**src/csbc_pkg.sv**
```systemverilog
// Package of constants for the status bus command controller.
package csbc_pkg;
  localparam int STATUS_W = 3;
  localparam logic [2:0] ST_IRQ_ACK = 3'h0;
  localparam logic [2:0] ST_IO_READ = 3'h1;
  localparam logic [2:0] ST_IO_WRITE = 3'h2;
  localparam logic [2:0] ST_HALT = 3'h3;
  localparam logic [2:0] ST_CODE_FETCH = 3'h4;
  localparam logic [2:0] ST_MEM_READ = 3'h5;
  localparam logic [2:0] ST_MEM_WRITE = 3'h6;
  localparam logic [2:0] ST_PASSIVE = 3'h7;
  localparam logic [2:0] CTRL_SYNC_INIT = 3'h2;
  localparam int CLK_PERIOD_NS = 10;
  localparam int GRANT_DELAY_NS = 105;
  localparam int GRANT_DELAY_CYC = (GRANT_DELAY_NS + CLK_PERIOD_NS - 1) / CLK_PERIOD_NS;
  localparam int GRANT_CNT_W = 5;
  typedef enum logic [2:0] {
    CSBC_IDLE,
    CSBC_ADDR,
    CSBC_CMD,
    CSBC_DATA
  } csbc_phase_e;
endpackage : csbc_pkg

```
**src/csbc_sync2.sv**
```systemverilog
// Two-flop synchroniser for a vector of pin inputs.
`timescale 1ns/1ps
`default_nettype none
module csbc_sync2 #(
  parameter int WIDTH = 1,
  parameter logic [WIDTH-1:0] INIT = '0
) (
  // Clock and reset
  input wire logic clk,
  input wire logic reset_n,
  // Data
  input wire logic [WIDTH-1:0] d,
  output logic [WIDTH-1:0] q
);
  logic [WIDTH-1:0] meta;

  always_ff @(posedge clk) begin
    if (!reset_n) begin
      meta <= INIT;
      q <= INIT;
    end else begin
      meta <= d;
      q <= meta;
    end
  end
endmodule : csbc_sync2
`default_nettype wire

```
**src/csbc_grant_timer.sv**
```systemverilog
// Grant qualification timer that enables commands a fixed time after grant.
`timescale 1ns/1ps
`default_nettype none
module csbc_grant_timer #(
  parameter int DELAY_CYC = csbc_pkg::GRANT_DELAY_CYC,
  parameter int CNT_W = csbc_pkg::GRANT_CNT_W
) (
  // Clock and reset
  input wire logic clk,
  input wire logic reset_n,
  // Grant in and qualified enable out
  input wire logic grant,
  output logic enabled
);
  logic [CNT_W-1:0] count;

  // Any loss of grant restarts the wait; enable is never early.
  always_ff @(posedge clk) begin
    if (!reset_n || !grant) begin
      count <= '0;
      enabled <= 1'b0;
    end else if (count < CNT_W'(DELAY_CYC - 1)) begin
      count <= count + CNT_W'(1);
    end else begin
      enabled <= 1'b1;
    end
  end
endmodule : csbc_grant_timer
`default_nettype wire

```
**src/csbc_controller.sv**
```systemverilog
// Status bus command controller: decodes cycle status into bus commands.
`timescale 1ns/1ps
`default_nettype none
module csbc_controller (
  // Clock and reset
  input wire logic CLK,
  input wire logic RESET_N,
  // Processor status and straps
  input wire logic [2:0] CYCLE_STATUS_IN,
  input wire logic IO_BUS_MODE_STRAP,
  input wire logic BUS_GRANT_N,
  input wire logic COMMAND_GATE,
  // Command strobes
  output logic MEM_READ_N,
  output logic MEM_WRITE_N,
  output logic EARLY_MEM_WRITE_N,
  output logic IO_READ_N,
  output logic IO_WRITE_N,
  output logic EARLY_IO_WRITE_N,
  output logic IRQ_ACK_N,
  // Command output enables, high while driving
  output logic MEM_CMD_OE,
  output logic IO_CMD_OE,
  // Transceiver and latch controls
  output logic ADDR_LATCH_STROBE,
  output logic TRANSFER_DIRECTION,
  output logic SYSTEM_DATA_ENABLE,
  output logic CASCADE_ENABLE,
  output logic PERIPH_DATA_ENABLE_N
);
  logic [2:0] status_sync;
  logic [2:0] strap_grant_gate;
  logic io_mode;
  logic grant;
  logic gate;
  logic grant_ok;
  logic [2:0] status_q;
  logic [2:0] status_prev;
  logic status_active;
  logic cycle_start;
  logic first_ack;
  logic cmd_is_io;
  logic allowed;
  logic is_write;
  logic cmd_window;
  logic data_window;
  logic want_ack;
  logic want_io_read;
  logic want_io_write;
  logic want_mem_read;
  logic want_mem_write;
  logic ack_start;
  csbc_pkg::csbc_phase_e phase;
  csbc_pkg::csbc_phase_e next_phase;

  // Pin inputs pass two flops; passive is the reset image of the status.
  csbc_sync2 #(.WIDTH(csbc_pkg::STATUS_W), .INIT(csbc_pkg::ST_PASSIVE)) u_sync_status (
    .clk(CLK),
    .reset_n(RESET_N),
    .d(CYCLE_STATUS_IN),
    .q(status_sync)
  );

  // Reset image is system mode, no grant and gate off, so nothing drives early.
  csbc_sync2 #(.WIDTH(3), .INIT(csbc_pkg::CTRL_SYNC_INIT)) u_sync_ctrl (
    .clk(CLK),
    .reset_n(RESET_N),
    .d({IO_BUS_MODE_STRAP, BUS_GRANT_N, COMMAND_GATE}),
    .q(strap_grant_gate)
  );

  assign io_mode = strap_grant_gate[2];
  assign grant = !strap_grant_gate[1];
  assign gate = strap_grant_gate[0];

  // Grant is qualified no sooner than 105 ns after it goes low.
  csbc_grant_timer u_grant_timer (
    .clk(CLK),
    .reset_n(RESET_N),
    .grant(grant),
    .enabled(grant_ok)
  );

  function automatic logic is_passive(input logic [2:0] st);
    return st == csbc_pkg::ST_PASSIVE;
  endfunction : is_passive

  function automatic logic is_io_cmd(input logic [2:0] st);
    return st == csbc_pkg::ST_IO_READ || st == csbc_pkg::ST_IO_WRITE;
  endfunction : is_io_cmd

  assign status_active = !is_passive(status_sync);
  // A new cycle starts when status leaves passive.
  assign cycle_start = status_active && is_passive(status_prev);
  assign ack_start = cycle_start && status_sync == csbc_pkg::ST_IRQ_ACK;

  always_ff @(posedge CLK) begin
    if (!RESET_N) begin
      status_prev <= csbc_pkg::ST_PASSIVE;
    end else begin
      status_prev <= status_sync;
    end
  end

  // Status is captured at each cycle start, gate or not, including halt cycles.
  always_ff @(posedge CLK) begin
    if (!RESET_N) begin
      status_q <= csbc_pkg::ST_PASSIVE;
    end else if (cycle_start) begin
      status_q <= status_sync;
    end
  end

  // Phase sequence: address, command, data; passive closes it.
  always_comb begin
    next_phase = phase;
    case (phase)
      csbc_pkg::CSBC_IDLE: begin
        if (cycle_start) begin
          next_phase = csbc_pkg::CSBC_ADDR;
        end
      end
      csbc_pkg::CSBC_ADDR: begin
        next_phase = status_active ? csbc_pkg::CSBC_CMD : csbc_pkg::CSBC_IDLE;
      end
      csbc_pkg::CSBC_CMD: begin
        next_phase = status_active ? csbc_pkg::CSBC_DATA : csbc_pkg::CSBC_IDLE;
      end
      csbc_pkg::CSBC_DATA: begin
        if (!status_active) begin
          next_phase = csbc_pkg::CSBC_IDLE;
        end
      end
      default: begin
        next_phase = csbc_pkg::CSBC_IDLE;
      end
    endcase
  end

  always_ff @(posedge CLK) begin
    if (!RESET_N) begin
      phase <= csbc_pkg::CSBC_IDLE;
    end else begin
      phase <= next_phase;
    end
  end

  // Cascade only on the first of each pair of acknowledge cycles.
  always_ff @(posedge CLK) begin
    if (!RESET_N) begin
      first_ack <= 1'b1;
    end else if (cycle_start) begin
      if (ack_start) begin
        first_ack <= !first_ack;
      end else begin
        first_ack <= 1'b1;
      end
    end
  end

  assign cmd_is_io = is_io_cmd(status_q) || status_q == csbc_pkg::ST_IRQ_ACK;
  // I/O commands bypass grant in I/O mode.
  assign allowed = gate && ((io_mode && cmd_is_io) || grant_ok);
  assign is_write = status_q == csbc_pkg::ST_MEM_WRITE || status_q == csbc_pkg::ST_IO_WRITE;
  // Strobes need an enabled, still active cycle past its address phase.
  assign cmd_window = allowed && status_active && next_phase inside {csbc_pkg::CSBC_CMD, csbc_pkg::CSBC_DATA};
  assign data_window = allowed && status_active && next_phase == csbc_pkg::CSBC_DATA;
  // One decode of the captured status feeds every strobe.
  assign want_ack = status_q == csbc_pkg::ST_IRQ_ACK;
  assign want_io_read = status_q == csbc_pkg::ST_IO_READ;
  assign want_io_write = status_q == csbc_pkg::ST_IO_WRITE;
  assign want_mem_read = status_q == csbc_pkg::ST_CODE_FETCH || status_q == csbc_pkg::ST_MEM_READ;
  assign want_mem_write = status_q == csbc_pkg::ST_MEM_WRITE;

  // Every output below leaves a flop on the one clock.
  // Memory commands are driven only once the grant is qualified.
  always_ff @(posedge CLK) begin
    if (!RESET_N) begin
      MEM_CMD_OE <= 1'b0;
    end else begin
      MEM_CMD_OE <= grant_ok;
    end
  end

  // I/O commands ignore the grant in I/O bus mode.
  always_ff @(posedge CLK) begin
    if (!RESET_N) begin
      IO_CMD_OE <= 1'b0;
    end else begin
      IO_CMD_OE <= io_mode || grant_ok;
    end
  end

  // Latch strobe: one cycle, falling edge latches the address.
  always_ff @(posedge CLK) begin
    if (!RESET_N) begin
      ADDR_LATCH_STROBE <= 1'b0;
    end else begin
      ADDR_LATCH_STROBE <= gate && cycle_start;
    end
  end

  // Direction set from the captured status, held until cycle end.
  always_ff @(posedge CLK) begin
    if (!RESET_N) begin
      TRANSFER_DIRECTION <= 1'b0;
    end else begin
      TRANSFER_DIRECTION <= gate && phase != csbc_pkg::CSBC_IDLE && status_active && is_write;
    end
  end

  // Memory read opens with the command phase; code fetch reads the same way.
  always_ff @(posedge CLK) begin
    if (!RESET_N) begin
      MEM_READ_N <= 1'b1;
    end else begin
      MEM_READ_N <= !(cmd_window && want_mem_read);
    end
  end

  // I/O read opens with the command phase.
  always_ff @(posedge CLK) begin
    if (!RESET_N) begin
      IO_READ_N <= 1'b1;
    end else begin
      IO_READ_N <= !(cmd_window && want_io_read);
    end
  end

  // Acknowledge is timed as a read so the vector is on the bus in time.
  always_ff @(posedge CLK) begin
    if (!RESET_N) begin
      IRQ_ACK_N <= 1'b1;
    end else begin
      IRQ_ACK_N <= !(cmd_window && want_ack);
    end
  end

  // Early memory write shares the read timing, giving slow targets a head start.
  always_ff @(posedge CLK) begin
    if (!RESET_N) begin
      EARLY_MEM_WRITE_N <= 1'b1;
    end else begin
      EARLY_MEM_WRITE_N <= !(cmd_window && want_mem_write);
    end
  end

  // Early I/O write leads the normal I/O write by one phase.
  always_ff @(posedge CLK) begin
    if (!RESET_N) begin
      EARLY_IO_WRITE_N <= 1'b1;
    end else begin
      EARLY_IO_WRITE_N <= !(cmd_window && want_io_write);
    end
  end

  // Normal memory write waits for the data phase, when write data is stable.
  always_ff @(posedge CLK) begin
    if (!RESET_N) begin
      MEM_WRITE_N <= 1'b1;
    end else begin
      MEM_WRITE_N <= !(data_window && want_mem_write);
    end
  end

  // Normal I/O write waits for the data phase as well.
  always_ff @(posedge CLK) begin
    if (!RESET_N) begin
      IO_WRITE_N <= 1'b1;
    end else begin
      IO_WRITE_N <= !(data_window && want_io_write);
    end
  end

  // System data enable in the data phase; halt and passive move no data.
  always_ff @(posedge CLK) begin
    if (!RESET_N) begin
      SYSTEM_DATA_ENABLE <= 1'b0;
    end else begin
      SYSTEM_DATA_ENABLE <= data_window && status_q != csbc_pkg::ST_HALT && !(io_mode && cmd_is_io);
    end
  end

  // The dual pin enables the I/O bus transceivers only in I/O bus mode.
  always_ff @(posedge CLK) begin
    if (!RESET_N) begin
      PERIPH_DATA_ENABLE_N <= 1'b1;
    end else begin
      PERIPH_DATA_ENABLE_N <= !(data_window && io_mode && cmd_is_io);
    end
  end

  // Cascade enable rides with the latch strobe in system mode only.
  always_ff @(posedge CLK) begin
    if (!RESET_N) begin
      CASCADE_ENABLE <= 1'b0;
    end else begin
      CASCADE_ENABLE <= gate && !io_mode && ack_start && first_ack;
    end
  end
endmodule : csbc_controller
`default_nettype wire

```
**config.mk**
```make
export PLATFORM = sky130hd
export DESIGN_NAME = csbc_controller
export DESIGN_NICKNAME = d
export VERILOG_FILES = /design/src/csbc_pkg.sv /design/src/csbc_sync2.sv /design/src/csbc_grant_timer.sv /design/src/csbc_controller.sv
export SDC_FILE = /design/constraint.sdc
export NUM_CORES = 1
export LEC_CHECK = 0
export BUFFER_PORTS_ARGS = -buffer_cell sky130_fd_sc_hd__buf_2
export CAP_MARGIN = 10
export CORE_MARGIN = 2
export CORE_UTILIZATION = 48
export CTS_BUF_LIST = sky130_fd_sc_hd__clkbuf_4 sky130_fd_sc_hd__clkbuf_8 sky130_fd_sc_hd__clkbuf_16
export CTS_CLUSTER_DIAMETER = 150
export DETAILED_ROUTE_END_ITERATION = 10
export PLACE_DENSITY = 0.78
export SLEW_MARGIN = 10
export SYNTH_ARGS = -nofsm -noshare
export SYNTH_HDL_FRONTEND = slang
export SYNTH_SLANG_ARGS = --single-unit
export TNS_END_PERCENT = 1
```
**constraint.sdc**
```tcl
create_clock -name CLK -period 1.4 [get_ports CLK]
set_clock_uncertainty 0.15 [all_clocks]
set_input_delay 0.28 -clock CLK [delete_from_list [all_inputs] [get_ports CLK]]
set_output_delay 0.28 -clock CLK [all_outputs]
set_load 0.01 [all_outputs]
```
======== Word level (Yosys, flattened, before mapping) ========
Cells that the tools add are included.
storage, ports and cells
  register bits after elaboration ......... 42
  bits of input ports ..................... 8
  output and inout bits ................... 14
  logic and storage cells ................. 95
cells by class
  add/subtract/negate cells ............... 1
  magnitude comparators ................... 1
  equal/unequal tests ..................... 13
  multiplexer cells ....................... 6
  reduce and logical (&&, ||, !) cells .... 50
operators by type and width
  kind                   number
  $logic_and A1 B1 Y1    25
  $eq A3 B2 Y1 const B   5
  $eq A3 B3 Y1 const B   5
  $logic_not A1 Y1       13
  $pmux W3 S4            1
  $logic_not A3 Y1       3
  $logic_or A1 B1 Y1     7
  $eq A3 B1 Y1 const B   2
  $mux W3                2
  $add A5 B1 Y5 const B  1
  $lt A5 B4 Y1 const B   1
  $mux W2                2
  $ne A3 B2 Y1 const B   1
  $reduce_bool A3 Y1     1
  $reduce_bool A2 Y1     1
  $mux W1                1

======== Logic depth before layout (Yosys ltp) ========
  word-level depth ........................ 11
  gate-level depth with buffers ........... 4
  depth with buffers taken out ............ 4

======== By module ========
Synthesis repeated with hierarchy kept, for this count alone.
unflattened totals
  cells, all modules ...................... 132
  area, all modules ....................... 1,356.3 um2
modules (own cells, without submodules)
  module            instances  cells an instance  area an instance (um2)  sequential area each (um2)
  csbc_controller   1          82                 807.0                   480.5
  csbc_sync2        2          12                 157.7                   120.1
  csbc_grant_timer  1          26                 234.0                   120.1

======== Worst setup path after synthesis ========
OpenSTA, ideal clock, no wires.
  kind .................................... flip-flop to flip-flop
  start point ............................. register u_sync_status.q[2]
  end point ............................... register SYSTEM_DATA_ENABLE
  library setup time ...................... 0.061 ns
  data arrival time ....................... 1.232 ns
  data required time ...................... 1.189 ns
  setup slack ............................. -0.043 ns
  cell stages (with the launch flop) ...... 5
  path buffers ............................ 1
  cell sequence ........................... dfxtp_1 -> and3_1 -> buf_6 -> nor4_4 -> o2111a_1
between the ends
  word-level cells in the longest chain between the ends .. 9
  elaborated cells on any way between the ends .. 13
  classes of those cells .................. eq/ne (2); mux (5); reduce/logical (6)
RTL lines
  what                                   RTL line                source
  from (decl)                            csbc_sync2.sv:13        output logic [WIDTH-1:0] q
  from (signal assigned)                 csbc_sync2.sv:23        q <= meta;
  $eq A3 B3 Y1 (*)                       csbc_controller.sv:85   return st == csbc_pkg::ST_PASSIVE;
  $logic_not A1 Y1                       csbc_controller.sv:92   assign status_active = !is_passive(status_sync);
  $logic_and A1 B1 Y1                    csbc_controller.sv:94   assign cycle_start = status_active && is_passive(status_prev);
  $mux W3                                csbc_controller.sv:119  if (cycle_start) begin
  $pmux W3 S4                            csbc_controller.sv:117  case (phase)
  $eq A3 B2 Y1                           csbc_controller.sv:167  assign data_window = allowed && status_active && next_phase == csbc_pkg::CSBC_DATA;
  $logic_and A1 B1 Y1 (*)                csbc_controller.sv:167
  $logic_and A1 B1 Y1 (*) (2 in series)  csbc_controller.sv:280  SYSTEM_DATA_ENABLE <= data_window && status_q != csbc_pkg::ST_HALT && !(io_mode && cmd_is_io);
  to (signal assigned)                   csbc_controller.sv:280
  to (decl)                              csbc_controller.sv:27   output logic SYSTEM_DATA_ENABLE,
Mark *: on every way between the ends. The rest lies on a longest branch, timed or not.
A chain may end at the register's enable or synchronous reset.

======== Worst setup path in the final report ========
  start point ............................. register u_sync_status.q[0]
  end point ............................... register first_ack
between the ends
  word-level cells in the longest chain between the ends .. 5
  elaborated cells on any way between the ends .. 6
  classes of those cells .................. eq/ne (1); mux (1); reduce/logical (4)
RTL lines
  what                  RTL line                source
  $eq A3 B3 Y1          csbc_controller.sv:85
  $logic_not A1 Y1      csbc_controller.sv:92
  $logic_and A1 B1 Y1   csbc_controller.sv:94
  $logic_and A1 B1 Y1   csbc_controller.sv:95   assign ack_start = cycle_start && status_sync == csbc_pkg::ST_IRQ_ACK;
  $mux W1               csbc_controller.sv:153  if (ack_start) begin
  to (signal assigned)  csbc_controller.sv:154  first_ack <= !first_ack;
  to (decl)             csbc_controller.sv:41   logic first_ack;
Several ways; a longest one is shown, not always the timed one.

==> reports/metrics.yaml <==
yosys:
  syn_area_um2: 1380
  synth-adder-area-share_pct: 0.910
  ys_top_cells_by_area: "dfxtp_1 (61%), nand2b_1 (5.9%), nor2_1 (3.3%)"
  syn_avg_cell_area_um2: 10.3
  synth_cell_types: 27
  yosys.area.top_type_share_pct: 61.1
  synth_top_family_by_area: "simple AND/OR/NAND/NOR gates"
  yosys.area.top_type: "dfxtp_1"
  synth_compound_area_share_pct: 9.55
  yosys_warnings: 0
  synthSimpleGateAreaFrac_pct: 25.4
  synthMuxAreaShare_pct: 0
  syn_inst: 133
  ys_seq_elements: 42
  syn_nets: 142
  synth_xor_xnor_area_share_pct: 0
  yosysSeqAreaShare_pct: 61.1
detailed_routing:
  ant_nets: 0
  vias: 1062
  wl_met3_um: 162
  route.detailed.drc: 0
  wire_per_inst_um: 12.1
  drt-pass1-iter-count: 4
  met1_length_um: 979
  vias_per_cell: 5.21
  wirelength_um: 2460
  wl_met2_um: 1290
  top_layer: "met4"
  drtIter0Drc: 25
final_layout:
  layout.nets: 181
  design_area_um2: 1710
  antennaDiodeCount: 0
  drive_gt1_share_pct: 26.6
  final_util_pct: 62.4
  fillers: 224
  syn2layout_area_growth_pct: 24.1
setup_path:
  end_kind: "register"
  critical_path_class: "reg2reg"
  crit_chain: "or4_4 -> a211o_1"
  cp-start-kind: "register"
  crit_arrival_ns: 1.49
  cp.required_ns: 1.48
  worst-path-buf-inv: 0
  max_stage_delay_ns: 0.53
  critical_path.top_delay_family: "simple AND/OR/NAND/NOR gates"
  critPathSlowestCell: "or4_4"
  worstPathMaxFanout: 2
floorplan:
  start_util_pct: 50.3
  dieArea_um2: 3310
  rows: 19
  ios: 22
  fp.dieW_um: 57.5
  fp.dieH_um: 57.5
  core-area_um2: 2730
grt:
  antenna_found_initial: 0
  gr-usage-all-layers_pct: 16.9
  first_global_vias: 1010
  grt_pass1_wl_um: 4150
  overflow: 0
  grt_max_degree: 16
power_and_ir_drop:
  power_density_nw_per_um2: 1160
  power.leakage_uw: 0.000729
  peakVddDrop_mv: 1.04
run_status:
  status: "complete, but fails checks"
  violations: "negative setup slack"
hold_path:
  hold_class: "in2reg"
clock_network:
  numCtsBuffers: 5
  post_cts_buffers: 0
  clk_latency_ns: 0.34
  cts_tree: "built"
  h-tree-depth: 2
  clock_sinks: 42
  root_buffer: "clkbuf_4"
  clk_pin_slew_ns: 0.11
  cts_buffer_depth: 2
flow_run:
  max-cap-violations: 0
placement:
  port_buffers: 21
  hpwl_um: 1700
  gp_congestion: 0.779
  placed_cell_area_um2: 1550
sta:
  postLayoutSetupSlackWorst_ns: -0.0125
  setup_viol: 1
  fin_crit_sh_pct: 101
  hold_viol_final: 0
  slew_violations: 0
  rsz0062_at_grt: "true"
  clock.fmax_mhz: 708
  post-route-min-period_ns: 1.41
synth_stat cells:
cell,instances
clkbuf_1,2
o21ai_0,6
nor4b_1,2
nand4b_1,1
nand3_1,7
nor3_1,4
ha_1,1
o2111a_1,2
and3_1,3
buf_6,1
nor2b_1,3
a211o_1,2
a21oi_1,6
inv_1,5
nand2_1,5
nand4_1,3
o21a_1,1
conb_1,1
dfxtp_1,42
nand2b_1,13
or3_1,2
a21o_1,2
or4_1,1
a41oi_1,1
and2_1,4
nor2_1,12
nor4_4,1
timing repair:
action | in CTS | in global routing
gates resized for setup | 7 | 3
setup endpoints to repair | 3 | 6
hold buffers | 6 | 0
pin swaps | 1 | 1
gates cloned | 1 | 0
endpoints found under the hold margin | 6 | 0
cell usage in the layout, fill, tap and decap left out, types with 2 or more instances in the layout:
cell | synthesis | routed
dfxtp_1 | 42 | 38
buf_2 | 0 | 22
nand2b_1 | 13 | 13
nor2_1 | 12 | 12
buf_4 | 0 | 7
o21ai_0 | 6 | 6
a21oi_1 | 6 | 6
nand3_1 | 7 | 6
clkbuf_4 | 0 | 6
dlygate4sd3_1 | 0 | 6
inv_1 | 5 | 5
nand2_1 | 5 | 5
and2_1 | 4 | 4
nor3_1 | 4 | 4
dfxtp_2 | 0 | 4
nor2b_1 | 3 | 3
nand4_1 | 3 | 3
a211o_1 | 2 | 2
or3_1 | 2 | 2
and3_1 | 3 | 2
a21o_1 | 2 | 2
o2111a_1 | 2 | 2
sequential cells by signal (all words and copies together) (netlist names), 3 cells and up:
signal,cells
u_sync_status.meta,3
phase,3
u_sync_status.q,3
status_q,3
u_sync_ctrl.meta,3
status_prev,3
u_grant_timer.count,5
u_sync_ctrl.q,3
through the flow:
step	instances	TNS [ns]	setup WS (ns)	hold slack, ns	total power [uW]
finish	204	-0.0125	-0.0125	0.0267	1970
global route	204	-0.0765	-0.0313	0.0216	2060
CTS	204	-0.00227	-0.00227	0.0227	1980
detailed placement	189	-0.0430	-0.0430	0.242	1370
global placement	189	0	0.0208	0.244	1360
floorplan	133	-0.0294	-0.0294	0.231	1330
per-layer routing:
layer / vias to the layer above / track usage, %
met5: - / 0
li1: 535 / -
met3: 5 / 7.94
met1: 486 / 16.1
met4: 0 / 7.97
met2: 36 / 30.2
cell families after synthesis:
kind of cell / Yosys count
adder cells (fa/ha/maj): 1
buffers and inverters: 8
AND/OR/NAND/NOR: 61
other: 1
AO/OA/AOI/OAI: 20
flip-flops: 42
layout make-up:
type | count | area (um^2) | share of cell area [%]
clock buffer | 7 | 58.8 | 3.45
clock inverter | 1 | 5.00 | 0.293
inverter | 5 | 18.8 | 1.10
tap | 31 | 38.8 | 2.27
timing repair buffer | 35 | 223 | 13.0
multi-input combinational | 83 | 517 | 30.3
sequential | 42 | 846 | 49.6
worst reg2reg max path: stages, from the launching register on:
cell	delay (ns)
dfxtp_2	0.34
or4_4	0.53
a211o_1	0.29
where the power goes:
group / leakage (uW) / internal (uW) / total [uW] / switching [uW]
combinational: 0.000349 / 59.6 / 115 / 55.2
sequential: 0.000341 / 1220 / 1240 / 21.1
clock: 0.0000387 / 263 / 614 / 351
final timing paths:
kind / start / endpoint / slack [ns] / cells after the start
setup / recovery: u_sync_status.q[0] / first_ack / -0.01 / 2
hold / removal: RESET_N / status_q[0] / 0.03 / 2
setup reg to reg: u_sync_status.q[0] / first_ack / -0.01 / 2
hold reg to reg: u_sync_status.meta[1] / u_sync_status.q[1] / 0.27 / 1
Note: power is estimated with default switching activity, not from simulation.
